--- config.mk ---
export PLATFORM = sky130hd
export DESIGN_NAME = txq_ctrl
export DESIGN_NICKNAME = d
export VERILOG_FILES = /design/src/hw/txq_pkg.sv /design/src/hw/txq_ctrl.sv
export SDC_FILE = /design/constraint.sdc
export NUM_CORES = 1
export LEC_CHECK = 0
export BUFFER_PORTS_ARGS = -buffer_cell sky130_fd_sc_hd__buf_2
export CELL_PAD_IN_SITES_DETAIL_PLACEMENT = 0
export CELL_PAD_IN_SITES_GLOBAL_PLACEMENT = 2
export CORE_MARGIN = 3
export CORE_UTILIZATION = 45
export DETAILED_ROUTE_END_ITERATION = 8
export GPL_TIMING_DRIVEN = 1
export PLACE_DENSITY = 0.89
export SLEW_MARGIN = 0
export SYNTH_ARGS = -nofsm -noshare
export SYNTH_HDL_FRONTEND = slang
export SYNTH_SLANG_ARGS = --single-unit
export TNS_END_PERCENT = 50
--- constraint.sdc ---
create_clock -name core_clk_i -period 7.9 [get_ports core_clk_i]
set_clock_uncertainty 0.1 [all_clocks]
set_input_delay 1.58 -clock core_clk_i [delete_from_list [all_inputs] [get_ports core_clk_i]]
set_output_delay 1.58 -clock core_clk_i [all_outputs]
set_load 0.1 [all_outputs]
--- src/hw/txq_pkg.sv ---
/*
 Constants for the transmit queue and message FIFO control block:
 register indices, field positions, reset values and sizes.
 Assumes a host register port with word indices and one
 controller clock.
*/
package txq_pkg;
   // ==========================================================
   // Register indices
   localparam logic [2:0] IDX_QCON = 3'h0;
   localparam logic [2:0] IDX_QSTA = 3'h1;
   localparam logic [2:0] IDX_QUA = 3'h2;
   localparam logic [2:0] IDX_FCON = 3'h3;
   localparam logic [2:0] IDX_FSTA = 3'h4;
   // ==========================================================
   // Control field positions
   localparam int B_PLS = 29;
   localparam int B_DEP = 24;
   localparam int B_RTY = 21;
   localparam int B_PRI = 16;
   localparam int B_CLR = 10;
   localparam int B_REQ = 9;
   localparam int B_ADV = 8;
   localparam int B_DIR = 7;
   localparam int B_RTR = 6;
   localparam int B_TSE = 5;
   localparam int B_ATIE = 4;
   localparam int B_OVIE = 3;
   localparam int B_EFIE = 2;
   localparam int B_HLIE = 1;
   localparam int B_SDIE = 0;
   // ==========================================================
   // Status field positions
   localparam int B_IDX = 8;
   localparam int B_ABT = 7;
   localparam int B_LARB = 6;
   localparam int B_BERR = 5;
   localparam int B_ATF = 4;
   localparam int B_OVF = 3;
   // ==========================================================
   // Write masks, reset value and object RAM base
   localparam logic [31:0] CFG_ONLY = 32'hFF00_00E0;
   localparam logic [31:0] ANY_MODE = 32'h007F_005F;
   localparam logic [31:0] TXQ_BITS = 32'hFF7F_0015;
   localparam logic [31:0] CTL_RST = 32'h0060_0000;
   localparam logic [31:0] RAM_BASE = 32'h0000_0400;
   // ==========================================================
   // Sizes
   localparam int Q_N = 2;
   localparam int FIFO_W = 32;
   localparam int FIFO_D = 32;
   localparam int HDR_BYTES = 8;
endpackage : txq_pkg

--- src/hw/txq_ctrl.sv ---
/*
 Control and status of the priority transmit queue and one general
 message FIFO, plus the 32-word object FIFO feeding the protocol
 engine. Assumes the engine reports completions as one-cycle pulses
 and that the host port is synchronous to core_clk_i.
*/
`timescale 1ns/1ps

// ==========================================================
// Object FIFO
module obj_fifo #(
   parameter int W = 32,
   parameter int D = 32
) (
   // Clock and reset
   input wire logic core_clk_i,
   input wire logic rst_n_i,
   input wire logic ce_i,
   input wire logic clear_i,
   // Fill side
   input wire logic in_valid_i,
   output logic in_ready_o,
   input wire logic [W-1:0] in_data_i,
   // Drain side
   output logic out_valid_o,
   input wire logic out_ready_i,
   output logic [W-1:0] out_data_o
);
   localparam int AW = $clog2(D);
   logic [W-1:0] mem [D];
   logic [AW-1:0] wr_ptr;
   logic [AW-1:0] rd_ptr;
   logic [AW:0] fill;
   logic push;
   logic pop;

   assign in_ready_o = fill < (AW+1)'(D);
   assign out_valid_o = fill != '0;
   assign out_data_o = mem[rd_ptr];
   assign push = in_valid_i && in_ready_o;
   assign pop = out_valid_o && out_ready_i;

   always_ff @(posedge core_clk_i) begin
      if (ce_i && push) begin
         mem[wr_ptr] <= in_data_i;
      end
   end

   always_ff @(posedge core_clk_i) begin
      if (!rst_n_i || (ce_i && clear_i)) begin
         wr_ptr <= '0;
         rd_ptr <= '0;
         fill <= '0;
      end else if (ce_i) begin
         if (push) begin
            wr_ptr <= wr_ptr + 1'b1;
         end
         if (pop) begin
            rd_ptr <= rd_ptr + 1'b1;
         end
         fill <= fill + (AW+1)'(push) - (AW+1)'(pop);
      end
   end
endmodule : obj_fifo

// ==========================================================
// Queue control
module txq_ctrl
   import txq_pkg::*;
(
   // Clock, reset, enable
   input wire logic core_clk_i,
   input wire logic rst_n_i,
   input wire logic ce_i,
   // Controller mode
   input wire logic cfg_mode_i,
   input wire logic global_retry_limit_enable_i,
   // Host register port
   input wire logic reg_wr_i,
   input wire logic reg_rd_i,
   input wire logic [2:0] reg_index_i,
   input wire logic [31:0] reg_wdata_i,
   output logic [31:0] reg_rdata_o,
   output logic reg_rvalid_o,
   // Engine events, bit 0 queue, bit 1 FIFO
   input wire logic [1:0] msg_done_i,
   input wire logic [1:0] aborted_i,
   input wire logic [1:0] arb_lost_i,
   input wire logic [1:0] bus_err_i,
   input wire logic [1:0] attempts_out_i,
   input wire logic remote_req_i,
   // Engine controls
   output logic [1:0] send_pending_o,
   output logic [1:0] abort_req_o,
   output logic [3:0] retry_limit_o,
   output logic [13:0] payload_bytes_o,
   output logic next_queue_o,
   output logic rx_ts_write_o,
   output logic irq_o,
   // Queue objects toward engine
   output logic obj_valid_o,
   input wire logic obj_ready_i,
   output logic [FIFO_W-1:0] obj_addr_o
);
   logic [31:0] ctl [Q_N];
   logic [4:0] head [Q_N];
   logic [4:0] tail [Q_N];
   logic [5:0] cnt [Q_N];
   logic [3:0] stk [Q_N];
   logic [Q_N-1:0] req;
   logic [Q_N-1:0] clr;
   logic ovf;
   logic [Q_N-1:0] dir, full, empty, wr_ctl, wr_sta, adv, done;
   logic [Q_N-1:0] push, pop, do_rst;
   logic [5:0] cap [Q_N];
   logic [31:0] head_addr;
   logic fifo_in_ready;
   logic [31:0] next_rdata;
   logic [5:0] ev;

   // Payload bytes per object from the payload code
   function automatic logic [6:0] pay_bytes(input logic [2:0] code);
      case (code)
         3'h0: pay_bytes = 7'd8;
         3'h1: pay_bytes = 7'd12;
         3'h2: pay_bytes = 7'd16;
         3'h3: pay_bytes = 7'd20;
         3'h4: pay_bytes = 7'd24;
         3'h5: pay_bytes = 7'd32;
         3'h6: pay_bytes = 7'd48;
         default: pay_bytes = 7'd64;
      endcase
   endfunction : pay_bytes

   // Pointer step with wrap at the last configured object
   function automatic logic [4:0] step(input logic [4:0] p, input logic [4:0] last);
      step = (p == last) ? 5'h00 : p + 5'h01;
   endfunction : step

   // ==========================================================
   // Per-queue decode
   always_comb begin
      for (int q = 0; q < Q_N; q++) begin
         dir[q] = (q == 0) ? 1'b1 : ctl[q][B_DIR];
         cap[q] = {1'b0, ctl[q][B_DEP+:5]} + 6'h01;
         full[q] = cnt[q] == cap[q];
         empty[q] = cnt[q] == 6'h00;
         wr_ctl[q] = reg_wr_i && reg_index_i == ((q == 0) ? IDX_QCON : IDX_FCON);
         wr_sta[q] = reg_wr_i && reg_index_i == ((q == 0) ? IDX_QSTA : IDX_FSTA);
         do_rst[q] = clr[q] && !cfg_mode_i;
         adv[q] = wr_ctl[q] && reg_wdata_i[B_ADV] && !clr[q];
         // Queue completes on the object handshake, not on the done pulse
         done[q] = (q == 0) ? (obj_valid_o && obj_ready_i) : msg_done_i[q];
         if (dir[q]) begin
            // Host fills at head, engine drains at tail
            push[q] = adv[q] && !full[q] && (q != 0 || fifo_in_ready);
            pop[q] = done[q] && !empty[q];
         end else begin
            push[q] = done[q] && !full[q];
            pop[q] = adv[q] && !empty[q];
         end
      end
   end

   // ==========================================================
   // Control words
   always_ff @(posedge core_clk_i) begin
      if (!rst_n_i) begin
         for (int q = 0; q < Q_N; q++) begin
            ctl[q] <= CTL_RST;
         end
      end else if (ce_i) begin
         for (int q = 0; q < Q_N; q++) begin
            if (wr_ctl[q]) begin
               logic [31:0] m;
               m = (cfg_mode_i ? (CFG_ONLY | ANY_MODE) : ANY_MODE)
                  & ((q == 0) ? TXQ_BITS : 32'hFFFF_FFFF);
               ctl[q] <= (ctl[q] & ~m) | (reg_wdata_i & m);
            end
         end
      end
   end

   // ==========================================================
   // Pointers and counts
   always_ff @(posedge core_clk_i) begin
      if (!rst_n_i) begin
         for (int q = 0; q < Q_N; q++) begin
            head[q] <= 5'h00;
            tail[q] <= 5'h00;
            cnt[q] <= 6'h00;
         end
      end else if (ce_i) begin
         for (int q = 0; q < Q_N; q++) begin
            if (do_rst[q] || cfg_mode_i) begin
               head[q] <= 5'h00;
               tail[q] <= 5'h00;
               cnt[q] <= 6'h00;
            end else begin
               if (push[q]) begin
                  head[q] <= step(head[q], ctl[q][B_DEP+:5]);
               end
               if (pop[q]) begin
                  tail[q] <= step(tail[q], ctl[q][B_DEP+:5]);
               end
               cnt[q] <= cnt[q] + 6'(push[q]) - 6'(pop[q]);
            end
         end
      end
   end

   // ==========================================================
   // Clear requests
   always_ff @(posedge core_clk_i) begin
      if (!rst_n_i) begin
         clr <= '1;
      end else if (ce_i) begin
         for (int q = 0; q < Q_N; q++) begin
            if (cfg_mode_i) begin
               clr[q] <= 1'b1;
            end else if (do_rst[q]) begin
               clr[q] <= 1'b0;
            end else if (wr_ctl[q] && reg_wdata_i[B_CLR]) begin
               clr[q] <= 1'b1;
            end
         end
      end
   end

   // ==========================================================
   // Send requests and abort pulses
   always_ff @(posedge core_clk_i) begin
      if (!rst_n_i) begin
         req <= '0;
         abort_req_o <= '0;
      end else if (ce_i) begin
         for (int q = 0; q < Q_N; q++) begin
            abort_req_o[q] <= 1'b0;
            if (do_rst[q] || !dir[q]) begin
               req[q] <= 1'b0;
            end else if ((wr_ctl[q] && reg_wdata_i[B_REQ])
               || (q == 1 && remote_req_i && ctl[q][B_RTR])) begin
               req[q] <= 1'b1;
            end else if (aborted_i[q]) begin
               req[q] <= 1'b0;
            end else if (pop[q] && cnt[q] == 6'h01 && !push[q]) begin
               req[q] <= 1'b0;
            end else if (wr_ctl[q] && req[q]) begin
               abort_req_o[q] <= 1'b1;
            end
         end
      end
   end

   // ==========================================================
   // Sticky status flags, set wins over host clear
   always_ff @(posedge core_clk_i) begin
      if (!rst_n_i) begin
         for (int q = 0; q < Q_N; q++) begin
            stk[q] <= 4'h0;
         end
         ovf <= 1'b0;
      end else if (ce_i) begin
         for (int q = 0; q < Q_N; q++) begin
            if (do_rst[q]) begin
               stk[q] <= 4'h0;
            end else begin
               stk[q] <= (stk[q] & (wr_sta[q] ? reg_wdata_i[B_ATF+:4] : 4'hF))
                  | {aborted_i[q], arb_lost_i[q], bus_err_i[q], attempts_out_i[q]};
            end
         end
         if (do_rst[1]) begin
            ovf <= 1'b0;
         end else begin
            ovf <= (ovf && !(wr_sta[1] && !reg_wdata_i[B_OVF]))
               || (done[1] && !dir[1] && full[1]);
         end
      end
   end

   // ==========================================================
   // Object FIFO toward engine
   obj_fifo #(
      .W(FIFO_W),
      .D(FIFO_D)
   ) u_obj_fifo (
      .core_clk_i(core_clk_i),
      .rst_n_i(rst_n_i),
      .ce_i(ce_i),
      .clear_i(do_rst[0] || cfg_mode_i),
      .in_valid_i(push[0]),
      .in_ready_o(fifo_in_ready),
      .in_data_i(head_addr),
      .out_valid_o(obj_valid_o),
      .out_ready_i(obj_ready_i),
      .out_data_o(obj_addr_o)
   );

   // Head address: base plus objects of header and payload
   assign head_addr = RAM_BASE + 32'(head[0])
      * 32'(7'(HDR_BYTES) + pay_bytes(ctl[0][B_PLS+:3]));

   // ==========================================================
   // Engine-facing controls
   always_comb begin
      for (int q = 0; q < Q_N; q++) begin
         send_pending_o[q] = req[q] && !empty[q];
         payload_bytes_o[q*7+:7] = pay_bytes(ctl[q][B_PLS+:3]);
         // Without the global option retries are unlimited
         retry_limit_o[q*2+:2] = !global_retry_limit_enable_i ? 2'h2
            : (ctl[q][B_RTY+1] ? 2'h2 : {1'b0, ctl[q][B_RTY]});
      end
   end

   // Higher priority first; tie goes to the queue
   assign next_queue_o = send_pending_o[1] && (!send_pending_o[0]
      || ctl[1][B_PRI+:5] > ctl[0][B_PRI+:5]);
   assign rx_ts_write_o = done[1] && !dir[1] && ctl[1][B_TSE];

   // ==========================================================
   // Interrupt request
   always_comb begin
      ev[0] = stk[0][0] && ctl[0][B_ATIE];
      ev[1] = empty[0] && ctl[0][B_EFIE];
      ev[2] = !full[0] && ctl[0][B_SDIE];
      ev[3] = ovf && ctl[1][B_OVIE];
      ev[4] = (dir[1] ? empty[1] : full[1]) && ctl[1][B_EFIE];
      ev[5] = (dir[1] ? !full[1] : !empty[1]) && ctl[1][B_SDIE];
   end

   assign irq_o = (|ev) || (stk[1][0] && ctl[1][B_ATIE])
      || (ctl[1][B_HLIE] && (dir[1] ? (cnt[1] <= (cap[1] >> 1))
      : (cnt[1] >= (cap[1] >> 1))));

   // ==========================================================
   // Read data
   always_comb begin
      next_rdata = 32'h0000_0000;
      case (reg_index_i)
         IDX_QCON: begin
            next_rdata = ctl[0];
            next_rdata[B_CLR] = clr[0];
            next_rdata[B_REQ] = req[0];
            next_rdata[B_DIR] = 1'b1;
         end
         IDX_QSTA: begin
            next_rdata[B_IDX+:5] = tail[0];
            next_rdata[B_ATF+:4] = stk[0];
            next_rdata[B_EFIE] = empty[0];
            next_rdata[B_SDIE] = !full[0];
         end
         IDX_QUA: begin
            next_rdata = head_addr;
         end
         IDX_FCON: begin
            next_rdata = ctl[1];
            next_rdata[B_CLR] = clr[1];
            next_rdata[B_REQ] = req[1];
         end
         IDX_FSTA: begin
            next_rdata[B_IDX+:5] = tail[1];
            next_rdata[B_ATF+:4] = stk[1];
            next_rdata[B_OVF] = ovf;
            next_rdata[B_EFIE] = dir[1] ? empty[1] : full[1];
            next_rdata[B_HLIE] = dir[1] ? (cnt[1] <= (cap[1] >> 1))
               : (cnt[1] >= (cap[1] >> 1));
            next_rdata[B_SDIE] = dir[1] ? !full[1] : !empty[1];
         end
         default: begin
            next_rdata = 32'h0000_0000;
         end
      endcase
   end

   // Read answer one cycle after the strobe
   always_ff @(posedge core_clk_i) begin
      if (!rst_n_i) begin
         reg_rdata_o <= 32'h0000_0000;
         reg_rvalid_o <= 1'b0;
      end else if (ce_i) begin
         reg_rvalid_o <= reg_rd_i;
         if (reg_rd_i) begin
            reg_rdata_o <= next_rdata;
         end
      end
   end
endmodule : txq_ctrl

# --- Word level (Yosys, flattened, before mapping) ---
# Memory sizes are Yosys's and may differ from the RTL's. A register that Yosys moved wholly into a read port is not among the register bits.
# Index checks and enable logic that the tools add are counted.
op_classes:
  n_div: 0
  n_lt_le_gt_ge: 4
  muxes: 132
  n_reduce_logical: 89
  bitwise_logic: 30
  mul: 1
  addsub: 16
  eq_ne: 24
  shifts: 0
op_table:
  columns: ["operator", "n"]
  rows:
  - ["$and A32 B32 Y32", 4]
  - ["$pmux W7 S7", 2]
  - ["$mux W32", 3]
  - ["$mux W1", 93]
  - ["$mux W5", 14]
  - ["$not A32 Y32", 2]
  - ["$or A32 B32 Y32", 2]
  - ["$pmux W19 S3", 1]
  - ["$logic_and A1 B1 Y1", 48]
  - ["$pmux W9 S5", 1]
  - ["$add A5 B1 Y5 const B", 6]
  - ["$mux W4", 6]
  - ["$mux W6", 4]
  - ["$eq A3 B3 Y1 const B", 7]
  - ["$eq A5 B5 Y1", 4]
  - ["$add A6 B1 Y6", 3]
  - ["$eq A3 B2 Y1 const B", 6]
  - ["$or A1 B1 Y1", 18]
  - ["$sub A6 B1 Y6", 3]
  - ["$add A11 B13 Y14 const A", 1]
  - ["$logic_not A1 Y1", 14]
  - ["$reduce_and A2 Y1", 7]
  - ["$mul A5 B8 Y13", 1]
  - ["$add A5 B1 Y6 const B", 2]
  - ["20 further kinds", 44]
totals:
  input_bits: 54
  register_bits: 56
  output_inout_bits: 91
  rom_bits: 0
  latchBits: 0
  ramBits: 552
  n_memories: 6
memory_table:
  columns: ["memory", "words", "width", "rd", "rd_ports_with_merged_regs", "wr", "line_no", "source"]
  rows:
  - ["u_obj_fifo.mem", 32, 14, 1, 1, 1, "txq_ctrl.sv:30", "logic [W-1:0] mem [D];"]
  - ["ctl", 2, 32, 2, 0, 2, "txq_ctrl.sv:105", "logic [31:0] ctl [Q_N];"]
  - ["cnt", 2, 6, 2, 0, 2, "txq_ctrl.sv:108", "logic [5:0] cnt [Q_N];"]
  - ["head", 2, 5, 2, 0, 2, "txq_ctrl.sv:106", "logic [4:0] head [Q_N];"]
  - ["tail", 2, 5, 2, 0, 2, "txq_ctrl.sv:107", "logic [4:0] tail [Q_N];"]
  - ["stk", 2, 4, 2, 0, 2, "txq_ctrl.sv:109", "logic [3:0] stk [Q_N];"]

# --- Depth between registers and ports, before layout ---
# Gate-level depths: netlist (run 1).
depth:
  depth_word: 12
  ltp_mapped: 18
  ltp_nobuf: 18

# --- By module ---
# From an unflattened synthesis (run 1), not the netlist that was laid out.
unflattened:
  cells_unflattened: 2929
  area_unflattened_um2: 48292.6
by_module_without_submodules:
  columns: ["mod", "seq_area_each_um2", "instances", "area_each_um2", "cells_per_inst"]
  rows:
  - ["obj_fifo", 31169.9, 1, 40493.8, 2106]
  - ["txq_ctrl", 3022.9, 1, 7798.7, 823]

# --- Least setup slack after synthesis (run 1) ---
# OpenSTA, ideal clock, no wires.
synth_timing:
  path_type: "reg2reg"
  start: "memory ctl[0][31]"
  end: "memory u_obj_fifo.mem[0][11] (netlist name) (data pin)"
  stages_incl_launch_ff: 15
  path_slack_ps: -136
  synth_period_minus_slack_ps: 8036
  setup_ps: 632
  path_buffers: 0
  arrival_ps: 7304
  path_cell_list: "edfxtp_1 a21oi_1 ha_1 xor2_1 nor2b_1 fa_1 fa_1 inv_1 fa_1 inv_1 ha_1 a21o_1 a21o_1 a21oi_1 o311ai_0"
synth_lines:
  columns: ["element", "line_no"]
  rows:
  - ["from (decl)", "txq_ctrl.sv:105"]
  - ["to (decl)", "txq_ctrl.sv:30"]

==> results of run 1 <==
## cells in the final DEF, fill, tap and decap left out, types with 10 or more instances in the layout
| master | instances |
|---|---|
| conb_1 | 33 |
| o21ai_0 | 29 |
| mux2i_1 | 14 |
| and3_1 | 10 |
| mux2_2 | 15 |
| nor2b_1 | 17 |
| clkinv_2 | 10 |
| clkbuf_16 | 54 |
| nor2_1 | 127 |
| mux4_2 | 121 |
| a22oi_1 | 21 |
| inv_1 | 91 |
| fa_1 | 16 |
| clkbuf_1 | 12 |
| a21oi_1 | 54 |
| buf_2 | 110 |
| edfxtp_1 | 460 |
| ha_1 | 69 |
| dfxtp_1 | 56 |
| xor2_1 | 31 |
| and2_1 | 35 |
| nand3_1 | 21 |
| a22o_1 | 19 |
| clkbuf_8 | 10 |
| xnor2_1 | 29 |
| nor3_1 | 12 |
| nand2_1 | 53 |
| buf_4 | 33 |
| nand2b_1 | 23 |
## layer usage
metal,vias up,share of wire (%)
li1,6035,-
met1,6803,44
met2,367,49
met3,73,5.5
met4,2,2.0
met5,-,0.024
## worst reg2reg max path, delay by kind of cell (launching register included)
kind	cells	cell delay (ps)
AOI/OAI and AO/OA	4	1180
xor gates and xnor gates	2	560
adders and majority gates	5	2050
buffers and inverters	3	470
DFF	1	520
muxes	1	240
and+or+nand+nor	2	300
## cells by family (layout without fill, tap and decap cells)
family	count (synthesis)	after routing	share of synthesized area (%)
flip-flops	518	518	63.4
AND/OR/NAND/NOR	328	328	6.80
buffers and inverters	196	336	3.79
AO/OA/AOI/OAI	195	195	5.59
multiplexers	150	150	12.9
adder cells (fa/ha/maj)	85	85	5.01
XOR/XNOR	66	66	2.51
other	2	35	0.0318
## registers in the layout, summed over array words and instances (netlist names), 5 cells and up, named ones only
register,flops
cnt,12
u_obj_fifo.wr_ptr,5
reg_rdata_o,29
u_obj_fifo.rd_ptr,5
head,5
u_obj_fifo.mem,384
ctl,41
tail,10
u_obj_fifo.fill,6
stk,8
## how the worst min path moves through the flow
stage / cells past startpoint / endpoint / slack, ps
floorplan: 2 / req[1] / 340
finish: 2 / reg_rdata_o[13] / 350
CTS: 2 / reg_rdata_o[13] / 350
global route: 2 / reg_rdata_o[13] / 370
global placement: 2 / reg_rdata_o[13] / 350
detailed placement: 2 / reg_rdata_o[13] / 350
## where the power goes
group	internal, W	switching, W
registers	0.00307	0.0000339
clock network	0.00143	0.00106
logic	0.000129	0.000374
## layout make-up
class	instances	area, um^2	area share (%)
inverter	92	345	1.29
timing repair buffer	144	818	3.07
clock buffer	76	1530	5.75
clock inverter	24	234	0.877
multi-input combinational	857	7920	29.7
tap	680	851	3.19
antenna	2	5.00	0.0188
sequential	518	15000	56.1
## stage by stage
stage	instances	worst slack [ps]	util, %	hold slack [ps]
after floorplan	1571	757	-	342
after global placement	2291	2530	48.3	347
after detailed placement	2291	2400	48.3	345
after CTS	2391	2260	51.7	353
after global routing	2391	2000	51.7	367
final	2393	2410	51.7	350
==> results_dict.tcl, run 1 <==
set metrics [dict create \
    postRouteAntennaNets 0 \
    post_cts_resized 0 \
    worstPathArrival_ps 3810 \
    io_buffer_count 110 \
    initial_core_util_pct 45.7 \
    first_pass_iters 5 \
    worstPathMaxFanout 49 \
    grt_use_met1_pct 27.7 \
    cts_tree "built" \
    setup_viol 0 \
    cp_num_buf_inv 2 \
    grt_pass1_vias 13400 \
    dr_total_vias 13300 \
    use_met2_pct 31.4 \
    die_h_um 235 \
    hp-class "flip-flop to flip-flop" \
    drive_gt1_share_pct 22.6 \
    rsz0062_at_grt "no" \
    antenna_found_initial 2 \
    ctsHoldBuffers 0 \
    slew_violations 0 \
    synthTopCellsByCount "460 x edfxtp_1, 127 x nor2_1, 121 x mux4_2, 91 x inv_1, 69 x ha_1" \
    die_area_mm2 0.0553 \
    required_ps 6220 \
    grt_max_degree 50 \
    final-hold-violation-count 0 \
    finalWirelength_mm 54.0 \
    yosys_most_used_dff "edfxtp_1" \
    wire_per_inst_um 22.6 \
    chipWidth_um 235 \
    htreeDepth 2 \
    ir_drop_mv 0.182 \
    status "completed" \
    ys_seq_area_share_pct 63.4 \
    rows 83 \
    area_growth_pct 13.0 \
    overflow 0 \
    nFillCells 4249 \
    synth_edf_count 460 \
    max_freq_mhz 182 \
    cts_setup_buffers 0 \
    clock_latency_ps 620 \
    clkSinkCount 518 \
    final_area_mm2 0.0267 \
    yosysMostFrequentCell "edfxtp_1" \
    worstRegToRegCells 17 \
    crit_chain "buf_12 -> mux4_2 -> mux4_2 -> mux2_2 -> buf_2" \
    post-route-drc-count 0 \
    viasPerCell 5.55 \
    clk_path_buf_depth 3 \
    power_w 0.00609 \
    r2r-start "ctl[0][31]" \
    yosysUniqueCellTypes 72 \
    r2r_setup_slack_ps 2440 \
    cap_violations 0 \
    r2r_end "reg_rdata_o[9]" \
    cts_made_buffers 53 \
    hp-start "reg_rdata_o[13]" \
    critPathKind "flip-flop to primary output" \
    slew_headroom_pct 13.3 \
    grt_busiest_layer "met2" \
    path_depth 5 \
    async_reset_ff_share_pct 0 \
    synth_top_area_cell "edfxtp_1" \
    fin_setup_tns_ps 0 \
    cts_root_buf "clkbuf_16" \
    p_leak_nw 9.40 \
    finalCritPeriodShare_pct 69.5 \
    synth_top_area_share_pct 58.5 \
    grtUsageTotal_pct 19.5 \
    path_clk_slew_ps 60 \
    path_delay_family "multiplexers" \
    io_pins 145 \
    hpwl_mm 34.8 \
    ys_ff_latch 518 \
    end_kind "primary output" \
    critPathMaxStageDelay_ps 1000 \
    synthTopCellsByArea "edfxtp_1 59%, mux4_2 12%, dfxtp_1 4.9%" \
    drtIter0Drc 1159 \
    coreArea_mm2 0.0516 \
    placed_cell_area_mm2 0.0249 \
    power.density_mw_per_mm2 228 \
    gp_congestion 0.806 \
    critPathCapture "obj_addr_o[13]" \
    crit_path_start_kind "flip-flop" \
    max_slew.worst_pin.slew_ps 1300 \
    layout_min_cycle_time_ps 5490 \
    nets 1805 \
    grt_util_met3_pct 3.59 \
    critical_path.slowest_cell "dfxtp_4" \
    cpMostUsedCell "mux4_2" \
    avgSynthCellArea_um2 15.3 \
    yosys_warnings 0 \
    netlist_area_mm2 0.0236 \
    grt_pass1_wl_mm 82.7 \
    synth_cells 1540 \
]
Power figures use the tool's default switching activity.
==> run 2, diff against run 1 <==
--- a/config.mk
+++ b/config.mk
@@ -9,10 +9,10 @@
 export CELL_PAD_IN_SITES_DETAIL_PLACEMENT = 0
 export CELL_PAD_IN_SITES_GLOBAL_PLACEMENT = 2
 export CORE_MARGIN = 3
-export CORE_UTILIZATION = 45
+export CORE_UTILIZATION = 40
 export DETAILED_ROUTE_END_ITERATION = 8
 export GPL_TIMING_DRIVEN = 1
-export PLACE_DENSITY = 0.89
+export PLACE_DENSITY = 0.84
 export SLEW_MARGIN = 0
 export SYNTH_ARGS = -nofsm -noshare
 export SYNTH_HDL_FRONTEND = slang
==> constraint.sdc (replaced) <==
create_clock -name core_clk_i -period 4.6 [get_ports core_clk_i]
set_clock_uncertainty 0.1 [all_clocks]
set_input_delay 0.92 -clock core_clk_i [delete_from_list [all_inputs] [get_ports core_clk_i]]
set_output_delay 0.92 -clock core_clk_i [all_outputs]
set_load 0.1 [all_outputs]
==> results_dict.tcl, run 2 (synthesis gave the netlist of run 1 again) <==
set metrics [dict create \
    multi_input_area_mm2 0.00810 \
    status "completed" \
    cts_made_buffers 54 \
    post-route-drc-count 0 \
    largest-register "u_obj_fifo.mem" \
    hold_slack_ps 348 \
    hp-class "flip-flop to flip-flop" \
    finalCritPeriodShare_pct 97.3 \
    grt_pass1_wl_mm 88.5 \
    initial_core_util_pct 40.7 \
    clockPowerShare_pct 41.1 \
    area_growth_pct 16.8 \
    gp_congestion 0.817 \
    swShare_pct 24.0 \
    p_switching_w 0.00256 \
    crit_path_start_kind "flip-flop" \
    chipWidth_um 249 \
    path_clk_slew_ps 60 \
    htreeDepth 2 \
    cap_violations 0 \
    final_cell_mix "460 x edfxtp_1, 127 x nor2_1, 121 x mux4_2, 109 x buf_2, 90 x inv_1" \
    grt_pass1_vias 14100 \
    die_h_um 249 \
    p_comb_share_pct 9.0 \
    final_cells 2537 \
    cts_tree "built" \
    die_area_mm2 0.0620 \
    p_leak_nw 9.78 \
    overflow 0 \
    nFillCells 4893 \
    reg.largest.list "u_obj_fifo.mem (384), ctl (41), reg_rdata_o (29)" \
    max_freq_mhz 223 \
    final-hold-violation-count 0 \
    ir_drop_mv 0.316 \
    clock_latency_ps 620 \
    antenna_found_initial 2 \
    dpl.cell_count 2425 \
    end_kind "primary output" \
    crit_chain "ha_1 -> nand3_1 -> xor2_1 -> ha_1 -> a21o_1 -> a211oi_1 -> o21ai_1 -> xnor2_1 -> nand2_1 -> a221o_1 -> buf_6" \
    cpMostUsedCell "ha_1" \
    final_common_cell "edfxtp_1" \
    critPathMaxStageDelay_ps 450 \
    nets 1868 \
    clkSinkCount 518 \
    ctsHoldBuffers 0 \
    drtIter0Drc 1003 \
    first_pass_iters 5 \
    grt_max_degree 40 \
    worstPathArrival_ps 3460 \
    coreArea_mm2 0.0580 \
    fin_setup_tns_ps 0 \
    dr_total_vias 13600 \
    worstPathMaxFanout 5 \
    wire_per_inst_um 22.9 \
    required_ps 3580 \
    max_slew.worst_pin.slew_ps 1010 \
    critical_path.slowest_cell "edfxtp_1" \
    cts_root_buf "clkbuf_16" \
    power.density_mw_per_mm2 387 \
    io_buffer_count 110 \
    p_seq_share_pct 49.9 \
    seqCellArea_mm2 0.0150 \
    io_pins 145 \
    layout_min_cycle_time_ps 4480 \
    largest_reg_flops 384 \
    slew_violations 0 \
    hpwl_mm 37.9 \
    p_int_w 0.00810 \
    critPathKind "flip-flop to primary output" \
    rows 88 \
    finalWirelength_mm 58.1 \
    slew_headroom_pct 32.5 \
    drive_gt1_share_pct 26.0 \
    viasPerCell 5.37 \
    rsz0062_at_grt "yes" \
    setup_viol 0 \
    postRouteAntennaNets 0 \
    clk_path_buf_depth 3 \
    grtUsageTotal_pct 18.7 \
]
run 2: worst max-delay path, delay by kind of cell, from the launching register on:
kind,cells,cell delay [ps]
AOI/OAI and AO/OA,4,990
xor gates and xnor gates,2,480
adders and majority gates,2,510
buffers and inverters,1,200
DFF,1,450
and+or+nand+nor,2,230
run 2: layout make-up:
type / count / area share (%)
tap: 765 / 3.47
multi-input combinational: 858 / 29.4
timing repair buffer: 205 / 5.04
sequential: 518 / 54.4
clock buffer: 65 / 5.16
clock inverter: 32 / 1.32
antenna: 2 / 0.0182
inverter: 92 / 1.25
run 2: per-stage QoR:
stage          instance area, um^2  util (%)  total power, W  worst slack [ps]
2_1_floorplan                23900         -         0.00607              -440
3_3_place_gp                 25600      44.1         0.00631             -19.2
3_5_place_dp                 25600      44.1         0.00634              -137
4_1_cts                      27500      47.3          0.0107             -1.59
5_1_grt                      27600      47.5          0.0110             -11.0
6_report                     27600      47.5          0.0107               123
run 2: path summary, 6_finish.rpt:
check / from / end / slack (ps) / cells after the start
min: reg_rdata_o[13] / reg_rdata_o[13] / 350 / 2
min reg2reg: reg_rdata_o[13] / reg_rdata_o[13] / 350 / 2
max: ctl[0][57] / irq_o / 120 / 11
max reg2reg: ctl[0][31] / reg_rdata_o[10] / 190 / 16
run 2: timing repair:
item                                    in CTS  in global routing
gates cloned                                 1                  0
pin swaps                                    3                  2
buffers inserted                             5                  7
hold endpoints to repair                     0                  0
resized for setup                            4                 11
endpoints found under the setup margin      34                165
run 2: power groups by stage:
| stage | registers, W | logic, W | clock network, W |
|---|---|---|---|
| 6_report | 0.00532 | 0.000955 | 0.00439 |
| 3_5_place_dp | 0.00542 | 0.000915 | 0 |
| 3_3_place_gp | 0.00542 | 0.000891 | 0 |
| 4_1_cts | 0.00532 | 0.000940 | 0.00447 |
| 2_1_floorplan | 0.00544 | 0.000631 | 0 |
| 5_1_grt | 0.00533 | 0.00104 | 0.00467 |
run 2: routing by layer:
layer | wire [um] | up-vias | part of all wire (%) | global-route usage (%)
met5 | 0 | - | 0 | 0
met4 | 1710 | 0 | 2.9 | 5.85
met3 | 3110 | 97 | 5.3 | 2.95
met2 | 29500 | 408 | 51 | 32.2
met1 | 23800 | 6965 | 41 | 24.4
li1 | - | 6166 | - | -
==> run 3, diff against run 2 <==
--- a/config.mk
+++ b/config.mk
@@ -13,6 +13,7 @@
 export DETAILED_ROUTE_END_ITERATION = 8
 export GPL_TIMING_DRIVEN = 1
 export PLACE_DENSITY = 0.84
+export REMOVE_ABC_BUFFERS = 1
 export SLEW_MARGIN = 0
 export SYNTH_ARGS = -nofsm -noshare
 export SYNTH_HDL_FRONTEND = slang
==> results_dict.tcl, run 3 (synthesis gave the netlist of run 1 again) <==
set metrics [dict create \
    status "completed" \
    clkSinkCount 518 \
    clk_path_buf_depth 3 \
    grt_pass1_wl_mm 86.9 \
    path_clk_slew_ps 60 \
    io_buffer_count 110 \
    dr_total_vias 13800 \
    max_slew.worst_pin.slew_ps 1020 \
    hpwl_mm 37.7 \
    final-hold-violation-count 0 \
    p_leak_nw 9.75 \
    die_area_mm2 0.0620 \
    largest_reg_flops 384 \
    hp-start "u_obj_fifo.fill[2]" \
    gp_congestion 0.817 \
    finalWirelength_mm 57.7 \
    final_cell_mix "460 x edfxtp_1, 127 x nor2_1, 121 x mux4_2, 109 x buf_2, 90 x inv_1" \
    rows 88 \
    area_growth_pct 16.4 \
    max_freq_mhz 220 \
    htreeDepth 2 \
    drtIter0Drc 1022 \
    first_pass_iters 5 \
    grt_max_degree 41 \
    r2r-start "ctl[0][29]" \
    io_pins 145 \
    overflow 0 \
    coreArea_mm2 0.0580 \
    fin_setup_tns_ps 0 \
    worstPathMaxFanout 16 \
    required_ps 4840 \
    viasPerCell 5.41 \
    grt_pass1_vias 13900 \
    chipWidth_um 249 \
    die_h_um 249 \
    drive_gt1_share_pct 26.2 \
    ir_drop_mv 0.295 \
    cts_made_buffers 52 \
    wire_per_inst_um 22.7 \
    critPathKind "flip-flop to flip-flop" \
    cts_tree "built" \
    largest-register "u_obj_fifo.mem" \
    power.density_mw_per_mm2 382 \
    crit_path_start_kind "flip-flop" \
    grtUsageTotal_pct 18.2 \
    clock_latency_ps 590 \
    final_cells 2542 \
    slew_headroom_pct 31.9 \
    dpl.cell_count 2424 \
    cts_root_buf "clkbuf_16" \
    crit_path_start "ctl[0][29]" \
    worstRegToRegCells 17 \
    final_area_mm2 0.0275 \
    placed_cell_area_mm2 0.0254 \
    finalCritPeriodShare_pct 98.7 \
    postRouteAntennaNets 0 \
    nFillCells 4952 \
    setup_viol 0 \
    end_kind "flip-flop" \
    cap_violations 0 \
    post-route-drc-count 0 \
    nets 1872 \
    final_common_cell "edfxtp_1" \
    hp-class "flip-flop to flip-flop" \
    min_path_cells 2 \
    layout_min_cycle_time_ps 4540 \
    antenna_found_initial 2 \
    reg.largest.list "u_obj_fifo.mem (384), ctl (41), reg_rdata_o (29)" \
    initial_core_util_pct 40.7 \
    multi_input_area_mm2 0.00803 \
    worstPathArrival_ps 4780 \
    seqCellArea_mm2 0.0150 \
    slew_violations 0 \
]
run 3: worst paths after layout:
kind	endpoint	slack, ps
setup / recovery	u_obj_fifo.mem[6][11]	60
hold reg to reg	u_obj_fifo.fill[2]	390
setup reg to reg	u_obj_fifo.mem[6][11]	60
hold / removal	u_obj_fifo.fill[2]	390
run 3: worst max-delay path: stages, from the launching register on:
cell and delay [ps]:
edfxtp_1 400, buf_4 160, mux2i_2 260, ha_4 210
xor2_4 180, nor2b_2 70, fa_1 480, fa_1 520
inv_1 50, fa_1 480, inv_1 60, ha_4 280
a21o_1 180, a21oi_4 80, o211ai_1 280, o311ai_4 160
buf_4 180, buf_6 150
run 3: layout make-up:
| class | instances | share of cell area (%) |
|---|---|---|
| Tap cell | 765 | 3.48 |
| Clock inverter | 36 | 1.25 |
| Antenna cell | 1 | 0.00911 |
| Sequential cell | 518 | 54.5 |
| Multi-Input combinational cell | 857 | 29.2 |
| Inverter | 92 | 1.26 |
| Timing Repair Buffer | 212 | 5.30 |
| Clock buffer | 61 | 4.94 |
run 3: layer usage:
metal / global-route usage [%] / up-vias / part of all wire (%)
li1: - / 6169 / -
met5: 0 / - / 0
met3: 3.48 / 84 / 7.4
met1: 25.2 / 6988 / 41
met4: 4.94 / 0 / 2.2
met2: 29.8 / 521 / 49
run 3: timing repair:
item | CTS | global route
resized for setup | 5 | 33
pin swaps | 0 | 24
hold buffers | 0 | 0
hold endpoints to repair | 0 | 0
setup buffers | 0 | 19
cloned | 0 | 2
setup endpoints to repair | 65 | 167
run 3: power by group:
group / total, W / internal (W) / switching [W]
combinational: 0.000966 / 0.000289 / 0.000677
clock: 0.00420 / 0.00240 / 0.00180
sequential: 0.00532 / 0.00526 / 0.0000549
run 3: per-stage QoR:
stage                     hold slack, ps  utilization, %  setup WS, ps  power [W]
after floorplan                      342               -         -3440    0.00600
after global placement               384            43.9          58.1    0.00630
after detailed placement             384            43.9         -70.8    0.00633
after CTS                            392            46.8          22.1     0.0105
after global routing                 416            47.3         -75.7     0.0108
final                                389            47.4          59.2     0.0105
